--- src/bbcfg_pkg.sv ---
// Package for the buck-boost configuration register bank.
// Assumes a byte-wide register port driven by the device's serial bus engine.
package bbcfg_pkg;
   localparam int unsigned BBCFG_AW = 8;
   localparam int unsigned BBCFG_DW = 8;
   localparam int unsigned BBCFG_NREG = 5;
   localparam logic [7:0] BBCFG_BASE = 8'hD6;
   localparam logic [7:0] ADDR_PSTAGE = 8'hD6;
   localparam logic [7:0] ADDR_LOOPC = 8'hD7;
   localparam logic [7:0] ADDR_FBCD = 8'hD8;
   localparam logic [7:0] ADDR_CSWIN = 8'hD9;
   localparam logic [7:0] ADDR_IOVP = 8'hDA;
   localparam logic [7:0] RST_PSTAGE = 8'h15;
   localparam logic [7:0] RST_LOOPC = 8'h36;
   localparam logic [7:0] RST_FBCD = 8'h84;
   localparam logic [7:0] RST_CSWIN = 8'h2C;
   localparam logic [7:0] RST_IOVP = 8'hFF;
   // Writable-bit masks; cleared bits are unimplemented and read as zero.
   localparam logic [7:0] MASK_PSTAGE = 8'hFF;
   localparam logic [7:0] MASK_LOOPC = 8'h3F;
   localparam logic [7:0] MASK_FBCD = 8'hFF;
   localparam logic [7:0] MASK_CSWIN = 8'h3F;
   localparam logic [7:0] MASK_IOVP = 8'hFF;
   localparam logic [7:0] BBCFG_ZERO = 8'h00;
   // Dead-time figures in ps, scaled to 200 MHz cycles (5 ns period).
   localparam int unsigned CLK_PERIOD_PS = 5000;
   localparam int unsigned DT_10NS_PS = 10000;
   localparam int unsigned DT_20NS_PS = 20000;
   localparam int unsigned DT_40NS_PS = 40000;
   localparam int unsigned DT_60NS_PS = 60000;
   localparam logic [3:0] DT_10_CYC = 4'((DT_10NS_PS + CLK_PERIOD_PS - 1) / CLK_PERIOD_PS);
   localparam logic [3:0] DT_20_CYC = 4'((DT_20NS_PS + CLK_PERIOD_PS - 1) / CLK_PERIOD_PS);
   localparam logic [3:0] DT_40_CYC = 4'((DT_40NS_PS + CLK_PERIOD_PS - 1) / CLK_PERIOD_PS);
   localparam logic [3:0] DT_60_CYC = 4'((DT_60NS_PS + CLK_PERIOD_PS - 1) / CLK_PERIOD_PS);

   typedef enum logic [1:0] {SYNC_IN_RISE, SYNC_IN_FALL, SYNC_OUT_RISE, SYNC_OUT_FALL180} bbcfg_sync_t;
   typedef enum logic [1:0] {DRV_SEQ_OFF_ACT, DRV_SEQ_ON_ACT, DRV_SEQ_FORCE_ON, DRV_SEQ_FORCE_OFF} bbcfg_seq_t;
   typedef enum logic [1:0] {DRV_SUP_OPEN_DRAIN, DRV_SUP_VOUT, DRV_SUP_BIAS, DRV_SUP_CPUMP} bbcfg_sup_t;

   typedef struct packed {
      logic wr;
      logic rd;
      logic [7:0] addr;
      logic [7:0] wdata;
   } bbcfg_req_t;

   typedef struct packed {
      bbcfg_sync_t sync_pin_role;
      logic const_dead_time_enable;
      logic dead_time_scaling_enable;
      logic [1:0] min_dead_time_select;
      logic [1:0] refresh_time_scale;
      logic [1:0] inductor_derating_select;
      logic [3:0] slope_comp_select;
      logic feedback_divider_select;
      logic cable_drop_comp_enable;
      logic [1:0] cable_drop_comp_gain;
      bbcfg_seq_t fet_driver_sequencing;
      bbcfg_sup_t fet_driver_supply;
      logic current_pin_force;
      logic [4:0] window_low_select;
      logic [7:0] input_overvoltage_level;
   } bbcfg_cfg_t;
endpackage

--- src/bbcfg_bank.sv ---
// Configuration register bank of the four-switch buck-boost controller.
// Assumes the serial bus engine presents byte accesses as one-cycle strobes.
`timescale 1ns/1ps

// Contract
// Bits 7:6 select sync pin role: input rise/fall, output rise/fall-180.
// Power-stage bit 5 forces constant dead time; resets disabled.
// Power-stage bit 4 enables dead-time frequency scaling; resets enabled.
// Bits 3:2 select minimum dead time 10/20/40/60 ns; reset 20 ns.
// Bits 1:0 scale refresh min time 0.75 to 1.5; reset 1x.
// Unimplemented bits ignore writes and read zero.
// Compensation bits 5:4 select inductor derating; reset 30 percent.
// Compensation bits 3:0 select slope ratio; reset 0.875.
// Feedback bit 7 selects divide ten or twenty; reset twenty.
// Feedback bit 6 enables cable-drop compensation; reset disabled.
// Bits 5:4 select cable-drop gain; reset 0.250 V.
// Bits 3:2 set FET driver sequencing, force on or off.
// Bits 1:0 set FET driver supply; reset open drain.
// Current-set bit 5 forces pin active, disables limit DAC; reset enabled.
// Bits 4:0 set lower window threshold in 2.5 percent steps; reset 30.
// Registers 0xD6 to 0xD9 reset to 0x15, 0x36, 0x84, 0x2C.
// Input overvoltage register at 0xDA resets to 0xFF.
// Overvoltage level is a full read-write byte, 4.75 V plus 0.125 V steps.
// Host accesses single bytes by address; writes take effect on completion.
module bbcfg_bank
   import bbcfg_pkg::*;
(
   // Clock and reset
   input wire logic clk,
   input wire logic arst_n,
   // Register access from the serial bus engine
   input wire bbcfg_req_t req,
   output logic [7:0] rdata,
   output logic rvalid,
   output logic hit,
   // Timing input for dead-time scaling
   input wire logic [3:0] freq_dt_cyc,
   // Configuration to the power stage
   output bbcfg_cfg_t cfg,
   output logic [3:0] dead_time_cyc,
   output logic sync_is_output,
   output logic sync_use_falling,
   output logic current_limit_dac_enable
);
   localparam int NR = BBCFG_NREG;
   localparam logic [7:0] RST_V [NR] = '{RST_PSTAGE, RST_LOOPC, RST_FBCD, RST_CSWIN, RST_IOVP};
   localparam logic [7:0] MASK_V [NR] = '{MASK_PSTAGE, MASK_LOOPC, MASK_FBCD, MASK_CSWIN, MASK_IOVP};

   logic [7:0] regq [NR];
   logic [NR-1:0] sel;

   genvar gi;
   generate
      for (gi = 0; gi < NR; gi++)
      begin : g_reg
         assign sel[gi] = (req.addr == BBCFG_BASE + 8'(gi));
         bbcfg_reg #(
            .RESET_VAL(RST_V[gi]),
            .WR_MASK(MASK_V[gi])
         ) u_reg (
            .clk(clk),
            .arst_n(arst_n),
            .we(req.wr && sel[gi]),
            .wdata(req.wdata),
            .q(regq[gi])
         );
      end
   endgenerate

   // Read path and status outputs.
   logic [7:0] rdata_r, rdata_nxt;
   logic rvalid_r, rvalid_nxt;
   logic hit_r, hit_nxt;

   always_comb
   begin
      rdata_nxt = BBCFG_ZERO;
      rvalid_nxt = req.rd;
      hit_nxt = |sel;
      if (req.rd)
      begin
         for (int i = 0; i < NR; i++)
         begin
            if (sel[i])
            begin
               rdata_nxt = regq[i] & MASK_V[i];
            end
         end
      end
   end

   always_ff @(posedge clk or negedge arst_n)
   begin
      if (!arst_n)
      begin
         rdata_r <= BBCFG_ZERO;
         rvalid_r <= 1'b0;
         hit_r <= 1'b0;
      end
      else
      begin
         rdata_r <= rdata_nxt;
         rvalid_r <= rvalid_nxt;
         hit_r <= hit_nxt;
      end
   end

   // Field decode of the stored bytes.
   bbcfg_cfg_t cfg_nxt, cfg_r;
   logic [3:0] dt_nxt, dt_r;
   logic sync_out_nxt, sync_out_r;
   logic sync_fall_nxt, sync_fall_r;
   logic dac_en_nxt, dac_en_r;

   bbcfg_deadtime u_dt (
      .min_sel(cfg_nxt.min_dead_time_select),
      .const_en(cfg_nxt.const_dead_time_enable),
      .scale_en(cfg_nxt.dead_time_scaling_enable),
      .freq_dt_cyc(freq_dt_cyc),
      .dead_cyc(dt_nxt)
   );

   always_comb
   begin
      cfg_nxt.sync_pin_role = bbcfg_sync_t'(regq[0][7:6]);
      cfg_nxt.const_dead_time_enable = regq[0][5];
      cfg_nxt.dead_time_scaling_enable = regq[0][4];
      cfg_nxt.min_dead_time_select = regq[0][3:2];
      cfg_nxt.refresh_time_scale = regq[0][1:0];
      cfg_nxt.inductor_derating_select = regq[1][5:4];
      cfg_nxt.slope_comp_select = regq[1][3:0];
      cfg_nxt.feedback_divider_select = regq[2][7];
      cfg_nxt.cable_drop_comp_enable = regq[2][6];
      cfg_nxt.cable_drop_comp_gain = regq[2][5:4];
      cfg_nxt.fet_driver_sequencing = bbcfg_seq_t'(regq[2][3:2]);
      cfg_nxt.fet_driver_supply = bbcfg_sup_t'(regq[2][1:0]);
      cfg_nxt.current_pin_force = regq[3][5];
      cfg_nxt.window_low_select = regq[3][4:0];
      cfg_nxt.input_overvoltage_level = regq[4];
      case (cfg_nxt.sync_pin_role)
         SYNC_IN_RISE:
         begin
            sync_out_nxt = 1'b0;
            sync_fall_nxt = 1'b0;
         end
         SYNC_IN_FALL:
         begin
            sync_out_nxt = 1'b0;
            sync_fall_nxt = 1'b1;
         end
         SYNC_OUT_RISE:
         begin
            sync_out_nxt = 1'b1;
            sync_fall_nxt = 1'b0;
         end
         default:
         begin
            sync_out_nxt = 1'b1;
            sync_fall_nxt = 1'b1;
         end
      endcase
      dac_en_nxt = !cfg_nxt.current_pin_force;
   end

   always_ff @(posedge clk or negedge arst_n)
   begin
      if (!arst_n)
      begin
         cfg_r <= bbcfg_cfg_t'({RST_PSTAGE, RST_LOOPC[5:0], RST_FBCD, RST_CSWIN[5:0], RST_IOVP});
         dt_r <= DT_20_CYC;
         sync_out_r <= 1'b0;
         sync_fall_r <= 1'b0;
         dac_en_r <= 1'b0;
      end
      else
      begin
         cfg_r <= cfg_nxt;
         dt_r <= dt_nxt;
         sync_out_r <= sync_out_nxt;
         sync_fall_r <= sync_fall_nxt;
         dac_en_r <= dac_en_nxt;
      end
   end

   assign rdata = rdata_r;
   assign rvalid = rvalid_r;
   assign hit = hit_r;
   assign cfg = cfg_r;
   assign dead_time_cyc = dt_r;
   assign sync_is_output = sync_out_r;
   assign sync_use_falling = sync_fall_r;
   assign current_limit_dac_enable = dac_en_r;

   // Each stored byte follows the masked write data one edge after the strobe.
   generate
      for (gi = 0; gi < NR; gi++)
      begin : g_chk

      end
   endgenerate
endmodule

--- src/bbcfg_reg.sv ---
// One byte register with a write mask and reset value.
// Assumes write strobes are one cycle wide and synchronous to clk.
`timescale 1ns/1ps
module bbcfg_reg
   import bbcfg_pkg::*;
#(
   parameter logic [7:0] RESET_VAL = 8'h00,
   parameter logic [7:0] WR_MASK = 8'hFF
)(
   // Clock and reset
   input wire logic clk,
   input wire logic arst_n,
   // Write port
   input wire logic we,
   input wire logic [7:0] wdata,
   // Stored value
   output logic [7:0] q
);
   logic [7:0] q_r;
   logic [7:0] q_nxt;

   always_comb
   begin
      q_nxt = q_r;
      if (we)
      begin
         q_nxt = wdata & WR_MASK;
      end
   end

   always_ff @(posedge clk or negedge arst_n)
   begin
      if (!arst_n)
      begin
         q_r <= RESET_VAL & WR_MASK;
      end
      else
      begin
         q_r <= q_nxt;
      end
   end

   assign q = q_r;
endmodule

--- src/bbcfg_deadtime.sv ---
// Turns the dead-time fields into a cycle count for the gate driver.
// Assumes a frequency-derived dead-time count arrives from the timing logic.
`timescale 1ns/1ps
module bbcfg_deadtime
   import bbcfg_pkg::*;
(
   // Controls
   input wire logic [1:0] min_sel,
   input wire logic const_en,
   input wire logic scale_en,
   input wire logic [3:0] freq_dt_cyc,
   // Result
   output logic [3:0] dead_cyc
);
   logic [3:0] min_cyc;

   always_comb
   begin
      case (min_sel)
         2'h0: min_cyc = DT_10_CYC;
         2'h1: min_cyc = DT_20_CYC;
         2'h2: min_cyc = DT_40_CYC;
         default: min_cyc = DT_60_CYC;
      endcase
      // Constant mode wins; otherwise scaling stretches the floor with frequency.
      if (const_en)
      begin
         dead_cyc = min_cyc;
      end
      else if (scale_en && freq_dt_cyc > min_cyc)
      begin
         dead_cyc = freq_dt_cyc;
      end
      else
      begin
         dead_cyc = min_cyc;
      end
   end
endmodule

--- config.mk ---
export PLATFORM = sky130hd
export DESIGN_NAME = bbcfg_bank
export DESIGN_NICKNAME = d
export VERILOG_FILES = /design/src/bbcfg_pkg.sv /design/src/bbcfg_bank.sv /design/src/bbcfg_reg.sv /design/src/bbcfg_deadtime.sv
export SDC_FILE = /design/constraint.sdc
export NUM_CORES = 1
export LEC_CHECK = 0
export BUFFER_PORTS_ARGS = -buffer_cell sky130_fd_sc_hd__buf_2
export CORE_MARGIN = 1.5
export CORE_UTILIZATION = 55
export CTS_CLUSTER_DIAMETER = 60
export DETAILED_ROUTE_END_ITERATION = 16
export PLACE_DENSITY = 0.81
export SLEW_MARGIN = 25
export SYNTH_ARGS = -nofsm -noshare
export SYNTH_HDL_FRONTEND = slang
export SYNTH_SLANG_ARGS = --single-unit
--- constraint.sdc ---
create_clock -name clk -period 3.9 [get_ports clk]
set_clock_uncertainty 0.2 [all_clocks]
set_input_delay 0 -clock clk [delete_from_list [all_inputs] [get_ports clk]]
set_output_delay 0 -clock clk [all_outputs]
set_load 0.03 [all_outputs]
# Yosys cells after proc, flatten, opt, wreduce, memory -nomap -nowiden
# Index checks and enable logic that the tools add are counted.
[totals]
ff_bits = 89
wordCells = 60
out_inout_bits = 53
input_bits = 24
[classes]
n_reduce_logical = 12
n_lt_le_gt_ge = 1
n_eq_ne = 9
mux = 11
[op_table]
columns = ["op", "count"]
rows = [
  ["two-way mux 8 bit", 6],
  ["equality test 8 bit, second input constant", 5],
  ["case mux 4 bit (3 select lines)", 1],
  ["two-way mux 4 bit", 2],
  ["logical AND 1 bit", 6],
  ["OR reduction 5 bit", 1],
  ["equality test 2 x 1 -> 1 bit, second input constant", 2],
  ["equality test 2 bit, second input constant", 2],
  ["greater-than comparator 4 bit", 1],
  ["logical NOT 2 bit", 2],
  ["OR reduction 2 bit", 2],
  ["two-way mux 1 bit", 2],
  ["logical NOT 1 bit", 1],
]

# Depth between registers and ports, before layout
# Gate-level depths: netlist (run 1).
[depth]
word_depth = 7
depth_mapped = 5
mapped_depth_nobuf = 5

# Hierarchy
# A second synthesis (run 1) with hierarchy kept.
[unflattened]
hier_cells = 231
hier_area_um2 = 3618.5
[modules_own_cells]
columns = ["mod", "instances", "cells_each", "area_each_um2", "seq_area_each_um2"]
rows = [
  ["bbcfg_bank", 1, 132, 1910.6, 1352.5],
  ["bbcfg_reg (g_reg[4].u_reg)", 1, 17, 341.6, 210.2],
  ["bbcfg_reg (g_reg[0].u_reg)", 1, 17, 335.3, 203.9],
  ["bbcfg_reg (g_reg[2].u_reg)", 1, 17, 334.1, 202.7],
  ["bbcfg_reg (g_reg[1].u_reg)", 1, 16, 275.3, 155.1],
  ["bbcfg_reg (g_reg[3].u_reg)", 1, 16, 274.0, 153.9],
  ["bbcfg_deadtime", 1, 16, 147.6, 0.0],
]

# Worst setup path after synthesis (run 1)
# No wires, ideal clock.
[synth_path]
kind = "register to register"
start = "register g_reg[0].u_reg.q_r[2]"
end = "register dt_r[1], in the netlist dead_time_cyc[1]"
required_ns = 3.575
setup_time_ns = 0.125
setup_slack_ns = 1.804
t_arrival_ns = 1.771
period_less_slack_ns = 2.096
n_path_buf = 0
stages_incl_launch_ff = 6
path_cell_list = "dfstp_2 > nor2_1 > ha_1 > and4b_1 > a2111oi_2 > mux2_2"
[synth_via]
elab_chain_cells = 6
elab_cells_between_ends = 8
classes_between = "order compare (1); eq/ne (2); mux (3); reduce/logical (2)"
[synth_lines]
columns = ["element", "line_no", "rtl"]
rows = [
  ["start, declared", "bbcfg_reg.sv:19", "logic [7:0] q_r;"],
  ["start signal, assigned", "bbcfg_reg.sv:35", "q_r <= RESET_VAL & WR_MASK;"],
  ["start signal, assigned", "bbcfg_reg.sv:39", "q_r <= q_nxt;"],
  ["equality test 2 bit, or another cell as far along", "bbcfg_deadtime.sv:19", "case (min_sel)"],
  ["case mux 4 bit (3 select lines) *", "bbcfg_deadtime.sv:19", ""],
  ["greater-than comparator 4 bit", "bbcfg_deadtime.sv:30", "else if (scale_en && freq_dt_cyc > min_cyc)"],
  ["logical AND 1 bit", "bbcfg_deadtime.sv:30", ""],
  ["two-way mux 4 bit", "bbcfg_deadtime.sv:30", ""],
  ["two-way mux 4 bit *", "bbcfg_deadtime.sv:26", "if (const_en)"],
  ["via dt_nxt[1]", "bbcfg_bank.sv:110", "logic [3:0] dt_nxt, dt_r;"],
  ["end signal, assigned", "bbcfg_bank.sv:178", "dt_r <= dt_nxt;"],
  ["end, declared", "bbcfg_bank.sv:110", ""],
]
# Mark *: on every way through the listed nets, which the timed path passes. The rest lies on a longest branch.
# A chain may end at the register's enable or synchronous reset.

# Worst setup path after layout (run 1)
[layout_path]
start = "register g_reg[0].u_reg.q_r[2]"
end = "register dt_r[3], in the netlist dead_time_cyc[3]"
# The elaborated chain is that of the path after synthesis.

==> results of run 1 <==
## per-layer routing
layer	global-route usage	wire length, um	share of wire
met1	0.297	2990	0.44
met2	0.359	3410	0.50
met3	0.0533	308	0.045
met4	0.0983	134	0.020
met5	0	0	0
## how the worst min path moves through the flow
stage	from	endpoint	slack (ps)	cells past startpoint
after floorplan	arst_n	cfg[12]$_DFF_PN0_	-500	0
after global placement	req[16]	rvalid$_DFF_PN0_	20	1
after detailed placement	req[16]	rvalid$_DFF_PN0_	30	1
after CTS	req[15]	hit$_DFF_PN0_	3	3
after global routing	req[12]	rdata[7]$_DFF_PN0_	20	4
final	req[12]	rdata[7]$_DFF_PN0_	20	4
## kinds of logic (layout without fill, tap and decap cells)
group,Yosys count,after routing,share of synthesized area
fa+ha+maj,3,3,0.0109
flops,89,89,0.663
simple gates,46,46,0.104
mux,45,45,0.152
buf+inv,17,118,0.0211
compound gates,19,19,0.0499
## worst register-to-register path, stage by stage (launching register included)
cell,delay [ps]
dfstp_2,590
nor2_1,70
ha_1,280
and4b_1,210
a2111oi_2,430
mux2_2,400
## through the flow
stage	util	power (uW)
floorplan	-	1120
global placement	0.645	1190
detailed placement	0.645	1190
CTS	0.714	1880
global route	0.714	1930
finish	0.714	1860
## layout by cell type, fill, tap and decap left out, types with 2 or more instances in the layout
| master | instances |
|---|---|
| nor4_4 | 2 |
| inv_1 | 6 |
| clkbuf_8 | 9 |
| o221a_2 | 6 |
| nor3_1 | 12 |
| mux2i_1 | 6 |
| nand4b_1 | 2 |
| o211ai_1 | 2 |
| nand2_1 | 2 |
| dlygate4sd3_1 | 20 |
| buf_2 | 75 |
| o22a_1 | 6 |
| clkinv_2 | 3 |
| and3b_1 | 4 |
| dfstp_2 | 41 |
| nand3b_1 | 2 |
| nor4_1 | 6 |
| dfrtp_1 | 48 |
| nand2b_1 | 4 |
| a21oi_1 | 3 |
| nor2_1 | 2 |
| mux2_4 | 6 |
| mux2_2 | 33 |
| bufinv_16 | 2 |
| and4b_1 | 2 |
| ha_1 | 3 |
## registers in the layout (all words and copies together), names as in the netlist
register / count
g.u_reg.q: 36
dead_time_cyc: 4
current_limit_dac_enable: 1
cfg: 36
rvalid: 1
sync_use_falling: 1
hit: 1
rdata: 8
sync_is_output: 1
## power by group through the flow
stage	registers, uW	logic (uW)	clock network [uW]
detailed placement	1020	177	0
CTS	1000	193	684
global placement	1020	172	0
floorplan	1060	59.1	0
global route	1010	208	721
finish	1000	193	667
## repair_timing
action,in CTS,in global routing
hold endpoints to repair,98,0
buffers inserted,0,0
hold buffers,20,0
## Yosys cell counts
cell / number
dfrtp_1: 48
dfstp_2: 41
mux2_2: 33
nor3_1: 12
clkbuf_1: 6
inv_1: 6
mux2_4: 6
mux2i_1: 6
nor4_1: 6
o221a_2: 6
o22a_1: 6
and3b_1: 4
buf_2: 4
nand2b_1: 4
a21oi_1: 3
ha_1: 3
and4b_1: 2
nand2_1: 2
nand3b_1: 2
nand4b_1: 2
nor2_1: 2
nor4_4: 2
o211ai_1: 2
a2111oi_2: 1
and2_0: 1
and2_1: 1
buf_4: 1
nand3b_2: 1
nand4_2: 1
nand4b_4: 1
nor2b_1: 1
nor3_4: 1
o22ai_1: 1
or3_1: 1
## final cells by class
cell class / count / area share
clock buffer: 10 / 0.0298
sequential: 89 / 0.532
tap: 75 / 0.0219
timing repair buffer: 96 / 0.137
clock inverter: 6 / 0.0193
multi-input combinational: 113 / 0.254
inverter: 6 / 0.00526
==> summary.txt, run 1 <==
Clocking
  • Clk_lat worst skew: 360 ps
  • Post-CTS resize count: 0
  • Num CTS Buffers: 9
  • CTS tree: built
  • Clk sink count: 89
  • H-tree depth: 3
  • Worst-path clk slew: 80 ps
  • CTS root buffer: clkbuf_8
  • CTS Buffer Depth: 2

Detailed routing
  • Routed via count: 2162
  • Post-route DRC violation count: 0
  • Pre-antenna DRT Iters: 4
  • Vias per cell: 5.47
  • DRT Wirelength: 6840 um
  • WL/cell: 17.3 um
  • Initial DRC Count: 184
  • Antenna Nets Post-Route: 0

Synthesis
  • Post-Syn Nets: 246
  • Largest area contributor in the netlist: dfrtp_1
  • Synth top area cells: dfrtp_1 (35%), dfstp_2 (31%), mux2_2 (11%), mux2_4 (2.6%), o221a_2 (2.0%)
  • Yosys warning count: 0
  • Top cell type's share of synthesized area: 0.349
  • Cells after Synth: 219
  • Post-Syn Area: 3440 sq um
  • Register area share after synthesis: 0.663
  • Mean Syn Cell Area: 15.7 sq um
  • Synth Register Bits: 89
  • Count of cell types in the netlist: 34

Setup path
  • CP required: 3950 ps
  • Slowest Stage Delay on Critical Path: 590 ps
  • CP startpoint: g_reg[0].u_reg.q[2]$_DFFE_PN1P_
  • CP top delay family: flip-flops
  • Cells along the critical path: nor2_1 > ha_1 > and4b_1 > a2111oi_2 > mux2_2
  • R2r endpoint: dead_time_cyc[3]$_DFF_PN0_
  • Crit path DAT: 2330 ps
  • Crit end category: register
  • WP buf/inv: 0
  • CP max-delay cell: dfstp_2
  • CP Class: register to register
  • Worst r2r path cells: 5
  • Critical path endpoint: dead_time_cyc[3]$_DFF_PN0_
  • CP Max Fanout: 6
  • Reg-to-reg slack, setup: 1620 ps
  • Reg2reg start: g_reg[0].u_reg.q[2]$_DFFE_PN1P_
  • WP depth: 5
  • Critical Path Source Type: register

STA
  • Unrepaired setup endpoints after global routing: no
  • Achievable Freq: 438 MHz
  • Tcrit/Tclk final: 0.586
  • Sum of negative setup slack: 0 ps
  • Worst-margin pin slew: 755 ps
  • # setup viols final: 0
  • Min Tclk post-route: 2280 ps
  • Final hold vios: 0
  • Fin worst setup slack: 1620 ps
  • Final max-slew violation count: 0
  • Worst slew margin: 0.496
  • WHS: 18.3 ps

Floorplanning
  • CORE AREA: 5990 sq um
  • Starting Density: 0.574
  • Height of the chip: 82.1 um
  • Row count: 28
  • IO Pins: 77
  • Width of the die: 82.1 um
  • Die ar.: 6730 sq um

Job
  • Max Cap Viol: 0

Power
  • Power Density: 435 nW/um^2
  • Clock power share: 0.359
  • Internal power: 1410 uW
  • Gate power share: 0.104
  • Sw Share: 0.243
  • Switching pwr: 452 uW
  • Register share of total power: 0.538
  • Leakage: 0.00211 uW
  • Peak VDD IR: 0.287 mV

Layout
  • Area occupied by multi-input gates: 1090 sq um
  • Layout cells sized above 1: 0.575
  • Post-Layout Cell Count: 395
  • Layout fillers: 399
  • Final Cell Area: 4280 sq um
  • Storage cell area: 2280 sq um
  • Area Overhead vs Synth: 24.5%
  • Antenna diode instance count: 0
  • Final #Nets: 342

Placed design
  • DP Area: 3860 sq um
  • Inst Count DP: 359
  • Placed wire-length estimate: 4390 um
  • Gp weighted congestion: 0.782
  • Port bufs: 76
  • Dpl ws: 1640 ps

Global routing
  • Vias in the first global route: 2100
  • Grt ovf: 0
  • First-pass GRT wire length: 10800 um
  • Largest net degree at the start of global routing: 90
  • Initial antenna violation count: 0
  • GRT Overall Usage: 0.226

Outcome
  • Outcome: finished clean

Hold path
  • HP Class: input pin to register
(Power assumes the default switching activity.)
==> run 2: changes to the inputs <==
--- a/config.mk
+++ b/config.mk
@@ -7,10 +7,10 @@
 export LEC_CHECK = 0
 export BUFFER_PORTS_ARGS = -buffer_cell sky130_fd_sc_hd__buf_2
 export CORE_MARGIN = 1.5
-export CORE_UTILIZATION = 55
+export CORE_UTILIZATION = 48
 export CTS_CLUSTER_DIAMETER = 60
 export DETAILED_ROUTE_END_ITERATION = 16
-export PLACE_DENSITY = 0.81
+export PLACE_DENSITY = 0.75
 export SLEW_MARGIN = 25
 export SYNTH_ARGS = -nofsm -noshare
 export SYNTH_HDL_FRONTEND = slang
==> constraint.sdc (replaced) <==
create_clock -name clk -period 1.85 [get_ports clk]
set_clock_uncertainty 0.2 [all_clocks]
set_input_delay 0 -clock clk [delete_from_list [all_inputs] [get_ports clk]]
set_output_delay 0 -clock clk [all_outputs]
set_load 0.03 [all_outputs]
==> summary.txt, run 2 (same netlist as run 1, synthesis figures left out) <==
Outcome
  • Outcome: finished with violations
  • Failing checks: setup timing

STA
  • # setup viols final: 4 (+4)
  • Unrepaired setup endpoints after global routing: yes
  • Worst slew margin: 0.541 (+0.0441)
  • Final hold vios: 0 (unchanged)
  • WHS: 22.5 ps (+4.21 ps)
  • Worst-margin pin slew: 687 ps (-68.4 ps)
  • Achievable Freq: 477 MHz (+8.8%)
  • Fin worst setup slack: -249 ps (-1860 ps)
  • Tcrit/Tclk final: 1.13 (+0.549)
  • Min Tclk post-route: 2100 ps (-185 ps)
  • Final max-slew violation count: 0 (unchanged)

Floorplanning
  • CORE AREA: 6870 sq um (+15%)
  • Width of the die: 87.6 um (+6.8%)
  • Row count: 30 (+7.1%)
  • Starting Density: 0.501 (-0.0734)
  • IO Pins: 77 (unchanged)
  • Die ar.: 7680 sq um (+14%)
  • Height of the chip: 87.6 um (+6.8%)

Setup path
  • R2r endpoint: dead_time_cyc[3]$_DFF_PN0_
  • Crit path DAT: 2140 ps (-190 ps)
  • CP Class: register to register
  • Worst r2r path cells: 5 (unchanged)
  • CP startpoint: g_reg[0].u_reg.q[2]$_DFFE_PN1P_
  • CP Max Fanout: 4 (-2)
  • Reg2reg start: g_reg[0].u_reg.q[2]$_DFFE_PN1P_
  • Critical Path Source Type: register
  • Critical path endpoint: dead_time_cyc[3]$_DFF_PN0_
  • Reg-to-reg slack, setup: -250 ps (-1860 ps)
  • CP required: 1890 ps (-2060 ps)
  • Crit end category: register

Layout
  • Final Cell Area: 4630 sq um (+8.2%)
  • Antenna diode instance count: 0 (unchanged)
  • Layout fillers: 507 (+27%)
  • Final core utilization: 0.674 (-0.0403)
  • Area Overhead vs Synth: 34.6%
  • Final #Nets: 367 (+7.3%)
  • Commonest non-fill, non-tap cell in the layout: buf_2
  • Layout cells sized above 1: 0.614 (+0.0395)
  • Commonest cells after routing, fill and taps aside: buf_2 (74), dfrtp_1 (48), dfstp_2 (41)
  • Post-Layout Cell Count: 441 (+12%)

Global routing
  • First-pass GRT wire length: 11800 um (+9.2%)
  • Grt ovf: 0 (unchanged)
  • GRT Overall Usage: 0.210 (-0.0165)
  • Vias in the first global route: 2312 (+10%)
  • Initial antenna violation count: 0 (unchanged)
  • Largest net degree at the start of global routing: 45 (-50%)

Clocking
  • CTS Buffer Depth: 2 (unchanged)
  • CTS root buffer: clkbuf_8
  • Clk_lat worst skew: 350 ps (about the same)
  • Worst-path clk slew: 90 ps (about the same)
  • Clk sink count: 89 (unchanged)
  • H-tree depth: 3 (unchanged)
  • Num CTS Buffers: 9 (unchanged)
  • CTS tree: built

Placed design
  • Gp weighted congestion: 0.818 (+4.6%)
  • DP Area: 4040 sq um (+4.6%)
  • Placed wire-length estimate: 4810 um (+9.5%)
  • Port bufs: 76 (unchanged)
  • Dpl ws: -282 ps (-1920 ps)
  • Inst Count DP: 397 (+11%)

Detailed routing
  • DRT Wirelength: 7460 um (+9.0%)
  • Initial DRC Count: 98 (-47%)
  • Post-route DRC violation count: 0 (unchanged)
  • WL/cell: 16.9 um (-2.3%)
  • Antenna Nets Post-Route: 0 (unchanged)
  • Pre-antenna DRT Iters: 4 (unchanged)
  • Routed via count: 2261 (+4.6%)
  • Vias per cell: 5.13 (-6.3%)

Power
  • Peak VDD IR: 0.505 mV (+76%)
  • Leakage: 0.00224 uW (+6.4%)
  • Power Density: 900 nW/um^2 (+110%)

Job
  • Max Cap Viol: 0 (unchanged)

Hold path
  • HP Class: input pin to register
-- run 2: what timing repair did --
item / 4_1_cts / 5_1_grt
setup buffers: 1 / 0
endpoints found under the setup margin: 4 / 10
resized for setup: 0 / 11
hold buffers: 27 / 0
pin swaps: 0 / 1
endpoints found under the hold margin: 139 / 0
-- run 2: worst min-delay path by stage --
stage | depth (start not counted) | slack [ps] | to | startpoint
after global routing | 4 | 40 | rdata[7]$_DFF_PN0_ | req[11]
after CTS | 4 | 5 | rdata[7]$_DFF_PN0_ | req[11]
after floorplan | 0 | -500 | cfg[12]$_DFF_PN0_ | arst_n
final | 4 | 20 | rdata[7]$_DFF_PN0_ | req[11]
after global placement | 1 | -300 | sync_is_output$_DFF_PN0_ | arst_n
after detailed placement | 1 | -290 | sync_is_output$_DFF_PN0_ | arst_n
-- run 2: power by group --
group / internal (uW) / switching (uW)
clock: 938 / 668
combinational: 183 / 270
sequential: 2060 / 45.7
-- run 2: layer usage --
layer,routed length [um],up-vias,share of wire,track usage
li1,-,1034,-,-
met5,0,-,0,0
met4,44,0,0.0059,0.0635
met2,3660,81,0.49,0.348
met1,3340,1142,0.45,0.274
met3,415,4,0.056,0.0537
-- run 2: through the flow --
stage                     setup TNS (ps)  total power (uW)
final                               -663              4170
after global routing                -944              4320
after CTS                           -740              4180
after detailed placement            -807              2540
after global placement              -623              2530
after floorplan                     -465              2360
-- run 2: area by class of cell --
cell class                      count  area [sq um]  area share
Sequential cell                    89          2280       0.492
Multi-Input combinational cell    113          1150       0.249
Timing Repair Buffer              121           803       0.174
Clock buffer                       10           138      0.0297
Tap cell                           96           120      0.0259
Clock inverter                      6           114      0.0246
Inverter                            6          22.5     0.00486
-- run 2: worst max-delay path, stage by stage, from the launching register on --
cell	delay, ps
dfstp_2	570
inv_2	50
ha_4	250
nand3b_1	110
a2111oi_4	420
mux2_2	380
